===== config.mk =====
export PLATFORM = sky130hd
export DESIGN_NAME = kvs_decoder
export DESIGN_NICKNAME = d
export VERILOG_FILES = /design/src/kvs_pkg.sv /design/src/kvs_seg32.sv /design/src/kvs_seg64.sv /design/src/kvs_decoder.sv
export SDC_FILE = /design/constraint.sdc
export NUM_CORES = 1
export LEC_CHECK = 0
export BUFFER_PORTS_ARGS = -buffer_cell sky130_fd_sc_hd__clkbuf_2
export CAP_MARGIN = 25
export CORE_ASPECT_RATIO = 0.9
export CORE_UTILIZATION = 55
export CTS_CLUSTER_DIAMETER = 200
export CTS_CLUSTER_SIZE = 14
export DETAILED_ROUTE_END_ITERATION = 12
export PLACE_DENSITY = 0.87
export SYNTH_ARGS = -nofsm -noshare
export SYNTH_HDL_FRONTEND = slang
export SYNTH_SLANG_ARGS = --single-unit

===== constraint.sdc =====
create_clock -name clk_i -period 5.3 [get_ports clk_i]
set_input_delay 0.53 -clock clk_i [delete_from_list [all_inputs] [get_ports clk_i]]
set_output_delay 0.53 -clock clk_i [all_outputs]
set_load 0.01 [all_outputs]

===== src/kvs_pkg.sv =====
// Purpose: Shared constants and types for kernel address decode
// Assumes: 64-bit virtual, 32-bit physical addresses
// Notes:   Register map, field layout and decode encodings
package kvs_pkg;
  // ***************************************************
  // Register map and fields
  // ***************************************************
  localparam logic [7:0]  ADR_CTRL    = 8'h00;
  localparam logic [7:0]  ADR_TAG     = 8'h04;
  localparam logic [7:0]  ADR_STAT    = 8'h08;
  localparam logic [7:0]  ADR_ERRCNT  = 8'h0c;
  localparam int          CTRL_KX     = 0;
  localparam int          CTRL_ERL    = 1;
  localparam int          CTRL_EXL    = 2;
  localparam int          CTRL_PRIV   = 3;
  localparam int          CTRL_K0     = 5;
  localparam logic [7:0]  CTRL_RST    = 8'h00;
  localparam logic [7:0]  TAG_RST     = 8'h00;
  localparam logic [15:0] ERRCNT_RST  = 16'h0000;
  localparam logic [15:0] ERRCNT_MAX  = 16'hffff;
  // ***************************************************
  // Decode constants
  // ***************************************************
  localparam logic [1:0]  PRIV_KERNEL = 2'h0;
  localparam logic [2:0]  SEG_CDIRECT = 3'h4;
  localparam logic [2:0]  SEG_UDIRECT = 3'h5;
  localparam logic [2:0]  SEG_SUPER   = 3'h6;
  localparam logic [2:0]  SEG_TOP     = 3'h7;
  localparam logic [31:0] BASE_CACHED = 32'h8000_0000;
  localparam logic [31:0] BASE_UNCACH = 32'ha000_0000;
  localparam logic [1:0]  W_USER      = 2'h0;
  localparam logic [1:0]  W_SUPER     = 2'h1;
  localparam logic [1:0]  W_PHYS      = 2'h2;
  localparam logic [1:0]  W_KERNEL    = 2'h3;
  localparam logic [2:0]  CCA_UNCACH  = 3'h2;
  localparam logic [39:0] WKERN_LAST  = 40'hff_7fff_ffff;

  typedef enum logic [3:0] {
    RG_NONE = 4'h0, RG_USER = 4'h1, RG_USER_DIRECT = 4'h2,
    RG_CACHED_DIRECT = 4'h3, RG_UNCACHED_DIRECT = 4'h4,
    RG_SUPER = 4'h5, RG_MAPPED_TOP = 4'h6, RG_WIDE_USER = 4'h7,
    RG_WIDE_SUPER = 4'h8, RG_WIDE_PHYS = 4'h9, RG_WIDE_KERNEL = 4'ha,
    RG_COMPAT_CACHED = 4'hb, RG_COMPAT_UNCACHED = 4'hc,
    RG_COMPAT_SUPER = 4'hd, RG_COMPAT_TOP = 4'he, RG_ADDR_ERR = 4'hf
  } kvs_region_e;

  typedef enum logic [1:0] {
    CS_UNCACHED = 2'h0, CS_CACHED = 2'h1, CS_TLB = 2'h2, CS_CFG = 2'h3
  } kvs_cache_e;

  typedef struct packed {
    kvs_region_e region;
    logic        mapped;
    logic        tag_en;
    logic        err;
    kvs_cache_e  cache;
    logic [31:0] paddr;
  } kvs_dec_s;

  typedef struct packed {
    logic        kernel;
    kvs_dec_s    dec;
    logic [7:0]  tag;
    logic [63:0] vaddr;
  } kvs_rsp_s;
endpackage : kvs_pkg


===== src/kvs_seg32.sv =====
// Purpose: 32-bit kernel segment decode
// Assumes: Address already in kernel mode
// Notes:   Purely combinational
`timescale 1ns/100ps
module kvs_seg32 (
  input  logic             [31:0] vaddr_i,
  input  logic                    erl_i,
  output kvs_pkg::kvs_dec_s       dec_o
);
  import kvs_pkg::*;

  always_comb begin
    dec_o        = '0;
    dec_o.region = RG_NONE;
    dec_o.cache  = CS_TLB;
    dec_o.paddr  = vaddr_i;
    if (!vaddr_i[31]) begin
      if (erl_i) begin
        dec_o.region = RG_USER_DIRECT;
        dec_o.cache  = CS_UNCACHED;
      end else begin
        dec_o.region = RG_USER;
        dec_o.mapped = 1'b1;
        dec_o.tag_en = 1'b1;
      end
    end else begin
      case (vaddr_i[31:29])
        SEG_CDIRECT: begin
          dec_o.region = RG_CACHED_DIRECT;
          dec_o.paddr  = vaddr_i - BASE_CACHED;
          dec_o.cache  = CS_CFG;
        end
        SEG_UDIRECT: begin
          dec_o.region = RG_UNCACHED_DIRECT;
          dec_o.paddr  = vaddr_i - BASE_UNCACH;
          dec_o.cache  = CS_UNCACHED;
        end
        SEG_SUPER: begin
          dec_o.region = RG_SUPER;
          dec_o.mapped = 1'b1;
          dec_o.tag_en = 1'b1;
        end
        SEG_TOP: begin
          dec_o.region = RG_MAPPED_TOP;
          dec_o.mapped = 1'b1;
          dec_o.tag_en = 1'b1;
        end
        default: dec_o.region = RG_NONE;
      endcase
    end
  end
endmodule : kvs_seg32


===== src/kvs_seg64.sv =====
// Purpose: 64-bit kernel segment decode
// Assumes: Address already in kernel mode
// Notes:   Purely combinational
`timescale 1ns/100ps
module kvs_seg64 (
  input  logic             [63:0] vaddr_i,
  input  logic                    erl_i,
  output kvs_pkg::kvs_dec_s       dec_o
);
  import kvs_pkg::*;

  logic beyond_tb;
  logic compat;

  assign beyond_tb = |vaddr_i[61:40];
  assign compat    = &vaddr_i[61:31];

  always_comb begin
    dec_o        = '0;
    dec_o.region = RG_ADDR_ERR;
    dec_o.cache  = CS_TLB;
    dec_o.paddr  = vaddr_i[31:0];
    case (vaddr_i[63:62])
      W_USER: begin
        if (erl_i && ~|vaddr_i[61:31]) begin
          dec_o.region = RG_USER_DIRECT;
          dec_o.cache  = CS_UNCACHED;
        end else if (beyond_tb) begin
          dec_o.err    = 1'b1;
        end else begin
          dec_o.region = RG_WIDE_USER;
          dec_o.mapped = 1'b1;
          dec_o.tag_en = 1'b1;
        end
      end
      W_SUPER: begin
        if (beyond_tb) begin
          dec_o.err    = 1'b1;
        end else begin
          dec_o.region = RG_WIDE_SUPER;
          dec_o.mapped = 1'b1;
          dec_o.tag_en = 1'b1;
        end
      end
      W_PHYS: begin
        if (|vaddr_i[58:32]) begin
          dec_o.err    = 1'b1;
        end else begin
          dec_o.region = RG_WIDE_PHYS;
          dec_o.cache  = (vaddr_i[61:59] == CCA_UNCACH) ? CS_UNCACHED : CS_CACHED;
        end
      end
      W_KERNEL: begin
        if (compat) begin
          case (vaddr_i[30:29])
            2'h0: begin
              dec_o.region = RG_COMPAT_CACHED;
              dec_o.paddr  = vaddr_i[31:0] - BASE_CACHED;
              dec_o.cache  = CS_CFG;
            end
            2'h1: begin
              dec_o.region = RG_COMPAT_UNCACHED;
              dec_o.paddr  = vaddr_i[31:0] - BASE_UNCACH;
              dec_o.cache  = CS_UNCACHED;
            end
            default: begin
              dec_o.region = vaddr_i[29] ? RG_COMPAT_TOP : RG_COMPAT_SUPER;
              dec_o.mapped = 1'b1;
              dec_o.tag_en = 1'b1;
            end
          endcase
        end else if (beyond_tb || vaddr_i[39:0] > WKERN_LAST) begin
          dec_o.err    = 1'b1;
        end else begin
          dec_o.region = RG_WIDE_KERNEL;
          dec_o.mapped = 1'b1;
          dec_o.tag_en = 1'b1;
        end
      end
      default: dec_o.err = 1'b1;
    endcase
  end
endmodule : kvs_seg64


===== src/kvs_decoder.sv =====
// Purpose: Kernel-mode virtual address segment decoder
// Assumes: Classic Wishbone slave, one request per cycle
// Notes:   Response one cycle after each request

`timescale 1ns/100ps

module kvs_decoder (
  input  logic                    clk_i,
  input  logic                    rst_i,
  input  logic                    wb_cyc_i,
  input  logic                    wb_stb_i,
  input  logic                    wb_we_i,
  input  logic             [7:0]  wb_adr_i,
  input  logic             [3:0]  wb_sel_i,
  input  logic             [31:0] wb_dat_i,
  output logic             [31:0] wb_dat_o,
  output logic                    wb_ack_o,
  input  logic                    req_valid_i,
  input  logic             [63:0] req_vaddr_i,
  input  logic                    tlb_cbit_i,
  output logic                    rsp_valid_o,
  output kvs_pkg::kvs_rsp_s       rsp_o,
  output logic                    rsp_cached_o
);
  import kvs_pkg::*;

  // ***************************************************
  // State
  // ***************************************************
  typedef struct packed {
    logic [7:0]  ctrl;
    logic [7:0]  tag;
    logic        ack;
    logic [31:0] rdata;
    logic        rsp_valid;
    kvs_rsp_s    rsp;
    logic [15:0] errcnt;
  } kvs_state_s;

  kvs_state_s  st_ff;
  kvs_state_s  nxt_st;
  kvs_dec_s    dec32;
  kvs_dec_s    dec64;
  kvs_dec_s    dec_sel;
  logic [63:0] ext_vaddr;
  logic        kx;
  logic        error_level_bit;
  logic        exception_level_bit;
  logic [1:0]  priv;
  logic [2:0]  k0;
  logic        kmode;
  logic        wb_req;
  logic        err_evt;

  assign kx    = st_ff.ctrl[CTRL_KX];
  assign error_level_bit   = st_ff.ctrl[CTRL_ERL];
  assign exception_level_bit   = st_ff.ctrl[CTRL_EXL];
  assign priv  = st_ff.ctrl[CTRL_PRIV +: 2];
  assign k0    = st_ff.ctrl[CTRL_K0 +: 3];
  assign kmode = (priv == PRIV_KERNEL) | exception_level_bit | error_level_bit;
  assign wb_req = wb_cyc_i & wb_stb_i;

  // ***************************************************
  // Segment decoders
  // ***************************************************
  assign ext_vaddr = kx ? req_vaddr_i : {{32{req_vaddr_i[31]}}, req_vaddr_i[31:0]};

  kvs_seg32 u_seg32 (
    .vaddr_i (ext_vaddr[31:0]),
    .erl_i   (error_level_bit),
    .dec_o   (dec32)
  );

  kvs_seg64 u_seg64 (
    .vaddr_i (ext_vaddr),
    .erl_i   (error_level_bit),
    .dec_o   (dec64)
  );

  always_comb begin
    dec_sel = kx ? dec64 : dec32;
    if (dec_sel.cache == CS_CFG) begin
      dec_sel.cache = (k0 == CCA_UNCACH) ? CS_UNCACHED : CS_CACHED;
    end
  end

  assign err_evt = req_valid_i & kmode & dec_sel.err;

  // ***************************************************
  // Next state
  // ***************************************************
  always_comb begin
    nxt_st           = st_ff;
    nxt_st.rsp_valid = req_valid_i;
    if (req_valid_i) begin
      nxt_st.rsp.kernel = kmode;
      nxt_st.rsp.tag    = st_ff.tag;
      nxt_st.rsp.vaddr  = ext_vaddr;
      if (kmode) begin
        nxt_st.rsp.dec = dec_sel;
      end else begin
        nxt_st.rsp.dec        = '0;
        nxt_st.rsp.dec.region = RG_NONE;
        nxt_st.rsp.dec.cache  = CS_UNCACHED;
      end
    end
    if (err_evt && st_ff.errcnt != ERRCNT_MAX) begin
      nxt_st.errcnt = st_ff.errcnt + 16'h0001;
    end
    // Bus: answer one cycle after request, drop next
    nxt_st.ack   = wb_req & ~st_ff.ack;
    nxt_st.rdata = 32'h0000_0000;
    if (wb_req && !st_ff.ack && !wb_we_i) begin
      case (wb_adr_i)
        ADR_CTRL:   nxt_st.rdata = {24'h00_0000, st_ff.ctrl};
        ADR_TAG:    nxt_st.rdata = {24'h00_0000, st_ff.tag};
        ADR_STAT:   nxt_st.rdata = {22'h00_0000, st_ff.rsp.dec.cache, st_ff.rsp.dec.err,
                                    st_ff.rsp.dec.mapped, st_ff.rsp.dec.tag_en,
                                    st_ff.rsp.kernel, st_ff.rsp.dec.region};
        ADR_ERRCNT: nxt_st.rdata = {16'h0000, st_ff.errcnt};
        default:    nxt_st.rdata = 32'h0000_0000;
      endcase
    end
    // Writes land on the edge where ack is sampled
    if (wb_req && st_ff.ack && wb_we_i) begin
      case (wb_adr_i)
        ADR_CTRL: begin
          if (wb_sel_i[0]) begin
            nxt_st.ctrl = wb_dat_i[7:0];
          end
        end
        ADR_TAG: begin
          if (wb_sel_i[0]) begin
            nxt_st.tag = wb_dat_i[7:0];
          end
        end
        ADR_ERRCNT: begin
          // Clear wins, but a new error in the same cycle leaves a count of one
          if (|wb_sel_i) begin
            nxt_st.errcnt = err_evt ? 16'h0001 : ERRCNT_RST;
          end
        end
        default: nxt_st.ctrl = st_ff.ctrl;
      endcase
    end
    if (rst_i) begin
      nxt_st        = '0;
      nxt_st.ctrl   = CTRL_RST;
      nxt_st.tag    = TAG_RST;
      nxt_st.errcnt = ERRCNT_RST;
    end
  end

  always_ff @(posedge clk_i) begin
    st_ff <= nxt_st;
  end

  // ***************************************************
  // Outputs
  // ***************************************************
  assign wb_ack_o    = st_ff.ack;
  assign wb_dat_o    = st_ff.rdata;
  assign rsp_valid_o = st_ff.rsp_valid;
  assign rsp_o       = st_ff.rsp;
  assign rsp_cached_o = (st_ff.rsp.dec.cache == CS_TLB) ? tlb_cbit_i :
                        (st_ff.rsp.dec.cache == CS_CACHED);

  // ***************************************************
  // Checks
  // ***************************************************
  logic req_k;
  assign req_k = req_valid_i & kmode;

  AST_ERL_LOW_DIRECT: assert property (
    @(posedge clk_i) disable iff (rst_i)
    req_k && error_level_bit && !kx && !req_vaddr_i[31]
    |=> rsp_valid_o && rsp_o.dec.region == RG_USER_DIRECT && !rsp_o.dec.mapped
        && !rsp_cached_o && rsp_o.dec.paddr == $past(req_vaddr_i[31:0])
  ) else $error("error level low space not direct");

  AST_CACHED_DIRECT_PA: assert property (
    @(posedge clk_i) disable iff (rst_i)
    req_k && !kx && req_vaddr_i[31:29] == 3'h4
    |=> !rsp_o.dec.mapped && rsp_o.dec.paddr == rsp_o.vaddr[31:0] - 32'h8000_0000
  ) else $error("cached direct physical address wrong");

  AST_K0_CACHE: assert property (
    @(posedge clk_i) disable iff (rst_i)
    req_k && (dec_sel.region == RG_CACHED_DIRECT || dec_sel.region == RG_COMPAT_CACHED)
    |=> rsp_cached_o == ($past(k0) != 3'h2)
  ) else $error("cached direct ignores config field");

  AST_UNCACHED_DIRECT: assert property (
    @(posedge clk_i) disable iff (rst_i)
    req_k && !kx && req_vaddr_i[31:29] == 3'h5
    |=> !rsp_cached_o && !rsp_o.dec.mapped
        && rsp_o.dec.paddr == rsp_o.vaddr[31:0] - 32'ha000_0000
  ) else $error("uncached direct region wrong");

  AST_MAPPED_TLB: assert property (
    @(posedge clk_i) disable iff (rst_i)
    rsp_valid_o && rsp_o.dec.mapped |-> rsp_cached_o == tlb_cbit_i && rsp_o.dec.tag_en
  ) else $error("mapped access cache not from entry");

  AST_PHYS_ERR: assert property (
    @(posedge clk_i) disable iff (rst_i)
    req_k && kx && req_vaddr_i[63:62] == 2'h2 && |req_vaddr_i[58:32]
    |=> rsp_o.dec.err ##1 (st_ff.errcnt != 16'h0000)
  ) else $error("physical window error missed");

  AST_PHYS_CACHE: assert property (
    @(posedge clk_i) disable iff (rst_i)
    req_k && kx && req_vaddr_i[63:62] == 2'h2 && !(|req_vaddr_i[58:32])
    |=> rsp_cached_o == ($past(req_vaddr_i[61:59]) != 3'h2)
        && rsp_o.dec.paddr == $past(req_vaddr_i[31:0])
  ) else $error("physical window cacheability wrong");

  AST_COMPAT_SEL: assert property (
    @(posedge clk_i) disable iff (rst_i)
    req_k && kx && &req_vaddr_i[63:31]
    |=> rsp_o.dec.region == kvs_region_e'(4'hb + {2'h0, $past(req_vaddr_i[30:29])})
  ) else $error("compat space selection wrong");

  AST_WIDE_LIMIT: assert property (
    @(posedge clk_i) disable iff (rst_i)
    req_k && kx && !req_vaddr_i[63] && |req_vaddr_i[61:40]
    |=> rsp_o.dec.err && !rsp_o.dec.mapped
  ) else $error("wide address past limit accepted");

  AST_NOT_KERNEL: assert property (
    @(posedge clk_i) disable iff (rst_i)
    req_valid_i && !kmode
    |=> rsp_valid_o && !rsp_o.kernel && rsp_o.dec.region == RG_NONE && !rsp_o.dec.err
  ) else $error("decode applied outside kernel mode");

  AST_WB_ACK: assert property (
    @(posedge clk_i) disable iff (rst_i)
    wb_cyc_i && wb_stb_i && !wb_ack_o |=> wb_ack_o ##1 !wb_ack_o
  ) else $error("bus answer timing wrong");
endmodule : kvs_decoder


==> flow_summary.json <==
{
  "via_per_inst": 5.58,
  "synth_area_um2": 8080,
  "cts.sinks": 163,
  "drtAntennaViolNets": 0,
  "grt_max_degree": 91,
  "syn2layout_area_growth_pct": 10.6,
  "synth_cells": 922,
  "ys_types": 70,
  "crit_required_ps": 5670,
  "arrival_ps": 3230,
  "yosysTopAreaCell": "dfxtp_1",
  "fillers": 1185,
  "crit_buf_inv": 0,
  "status": "finished, final reports clean",
  "num_io_pins": 264,
  "drc": 0,
  "synthXorXnorAreaFrac_pct": 0.108,
  "cts_tree": "yes",
  "fin_nets": 1112,
  "ys_ff_latch": 163,
  "crit_path_max_incr_delay_ps": 860,
  "worstMarginPinSlew_ps": 948,
  "finalSetupViolCount": 0,
  "grt_pass1_wl_um": 30300,
  "cp_cell_sequence": "nor4b_4 > nand4_2 > o41ai_1 > and2_2 > nor2_2 > o32ai_2 > or4b_1 > a32o_2",
  "floorplan.initialDensity_pct": 57.1,
  "path_class": "reg -> reg",
  "drive_gt1_share_pct": 28.9,
  "fin_skew_ps": 8.43,
  "multi_input_area_um2": 3520,
  "dieWidth_um": 130,
  "clockRootBuffer": "clkbuf_16",
  "wl_met1_um": 8420,
  "clk_path_buf_depth": 2,
  "yosys.area_share.simple_pct": 18.8,
  "die_h_um": 117,
  "maxCapViolations": 0,
  "min_period_over_period_pct": 53.9,
  "path_clk_slew_ps": 60,
  "grt_pass1_vias": 6136,
  "synth_top_family_by_area": "simple AND/OR/NAND/NOR gates",
  "cts_resized": 0,
  "dieArea_um2": 15200,
  "yosys_warnings": 0,
  "dpl.hpwl_um": 13500,
  "worstSetupEndpointType": "register",
  "hold_class": "in -> reg",
  "final_hold_viol_count": 0,
  "core_um2": 14200,
  "dr.pass1.iters": 8,
  "vdd_drop_max_uv": 245,
  "cpMaxStageDelayCell": "dfxtp_2",
  "power.total_uw": 3010,
  "cts_setup_buffers": 0,
  "clock_latency_ps": 430,
  "routed_wirelength_um": 19200,
  "cts_made_buffers": 17,
  "leakagePower_uw": 0.00388,
  "grt.total_usage_pct": 25.7,
  "synth_top_cell_area_share_pct": 40.4,
  "dr_wl_met2_um": 9020,
  "cts_hold_buf": 0,
  "wl_met3_um": 1550,
  "grt_antenna_before_repair": 0,
  "netlist_top_cells_count": "163 x dfxtp_1, 147 x buf_4, 144 x nor2_1",
  "worstPathMaxFanout": 45,
  "cp_top_family": "simple AND/OR/NAND/NOR gates",
  "port_buffers": 223,
  "final-seq-area_um2": 3260,
  "synth.area.top_cells": "dfxtp_1 40%, buf_4 14%, mux2i_1 7.3%, nor2_1 6.7%, a22oi_1 3.9%",
  "relSlewSlack_pct": 36.6,
  "synth_compound_area_share_pct": 14.4,
  "period_minus_slack_ps": 2860,
  "muxShareOfSynthArea_pct": 7.86,
  "async_flop_share_pct": 0,
  "wire_per_inst_um": 16.2,
  "final_util_pct": 63.1,
  "p_per_area_nw_per_um2": 337,
  "post-place-ws_ps": 2310,
  "highest-signal-layer": "met4",
  "ys.flop_type": "dfxtp_1",
  "rows": 41,
  "yosys.cell_count.top_type": "dfxtp_1",
  "htree_levels": 4,
  "worstSetupStartpointType": "register",
  "synth_fa_ha_area_share_pct": 1.70,
  "overflow": 0,
  "vias": 6651,
  "rsz0062_at_grt": "false",
  "globalplace.congestion": 0.892,
  "drtIter0Drc": 390,
  "ys_seq_area_share_pct": 40.4,
  "synth-edff-count": 0,
  "syn_avg_cell_area_um2": 8.77,
  "diodes": 0,
  "clock.fmax_mhz": 350,
  "finalMaxSlewViolations": 0,
  "setup_ws_ps": 2440,
  "tns_ps": 0
}
[through the flow]
step,hold slack (ps),area (µm²),std cells
2_1_floorplan,427,8140,937
3_3_place_gp,438,8230,1159
3_5_place_dp,448,8230,1159
4_1_cts,329,8910,1190
5_1_grt,344,8940,1191
6_report,338,8940,1191
[power by group]
part | internal, µW | leakage, µW | switching (µW)
Sequential | 1270 | 0.00134 | 27.3
Clock | 910 | 0.000335 | 510
Combinational | 115 | 0.00221 | 176
[cells in the final DEF (no fill, tap or decap), types with 2 or more instances in the layout]
cell type / synthesis / layout
a21o_1: 4 / 4
a21oi_1: 37 / 37
a22oi_1: 42 / 42
a311oi_1: 32 / 32
a31oi_1: 3 / 3
and2_1: 6 / 6
and3_1: 8 / 8
and4_1: 2 / 2
buf_4: 147 / 8
bufinv_16: 0 / 6
clkbuf_16: 0 / 17
clkbuf_2: 0 / 221
clkbuf_8: 0 / 2
clkinv_2: 0 / 2
clkinv_4: 0 / 3
conb_1: 1 / 16
dfxtp_1: 163 / 162
ha_1: 11 / 11
inv_1: 9 / 9
mux2i_1: 59 / 59
mux4_2: 2 / 2
nand2_1: 64 / 64
nand2b_1: 6 / 6
nand3_1: 13 / 13
nand4_1: 18 / 18
nor2_1: 144 / 144
nor2b_1: 3 / 3
nor3_1: 8 / 8
nor4_1: 5 / 5
o211ai_1: 3 / 3
o21a_1: 2 / 2
o21ai_0: 10 / 10
o21ai_1: 9 / 9
o21ai_2: 2 / 2
o31ai_1: 3 / 3
o41ai_1: 2 / 2
or2_2: 2 / 2
or3_1: 14 / 14
or4_1: 3 / 3
[flip-flops by register name (all words and copies together), names as in the netlist]
register / cells
error_level_bit: 1
exception_level_bit: 1
rsp_valid_o: 1
k0: 3
wb_ack_o: 1
priv: 2
kx: 1
rsp_o: 113
wb_dat_o: 16
st_ff: 24
[worst register-to-register path, delay by kind of cell (launching register included)]
family / cells / cell delay [ps]
DFF: 1 / 860
and+or+nand+nor: 5 / 1030
AOI/OAI and AO/OA: 3 / 930
[path summary, 6_finish.rpt]
check,endpoint,from,cells past startpoint,slack [ps]
min,wb_ack_o$_SDFF_PP0_,wb_stb_i,3,340
max reg2reg,rsp_o[104]$_SDFFE_PP0P_,kx$_SDFFE_PP0P_,8,2440
min reg2reg,rsp_o[101]$_SDFFE_PP0P_,rsp_o[101]$_SDFFE_PP0P_,1,460
max,rsp_o[104]$_SDFFE_PP0P_,kx$_SDFFE_PP0P_,8,2440
[layout make-up]
class | instances | share of cell area (%)
multi-input combinational | 565 | 39.4
clock inverter | 12 | 2.55
sequential | 163 | 36.5
clock buffer | 19 | 5.07
timing repair buffer | 230 | 13.4
inverter | 9 | 0.378
tap | 193 | 2.70
[kinds of logic after synthesis]
group / after synthesis
multiplexers: 61
flip-flops: 163
other: 1
adder cells (fa/ha/maj): 11
AO/OA/AOI/OAI: 162
buffers and inverters: 209
XOR/XNOR: 1
AND/OR/NAND/NOR: 314
[per-layer routing]
metal / global-route usage [%] / vias to the layer above
met1: 31.6 / 3129
met5: 0 / -
met2: 44.2 / 302
li1: - / 3193
met4: 7.05 / 0
met3: 7.14 / 27
(Power assumes the default switching activity.)
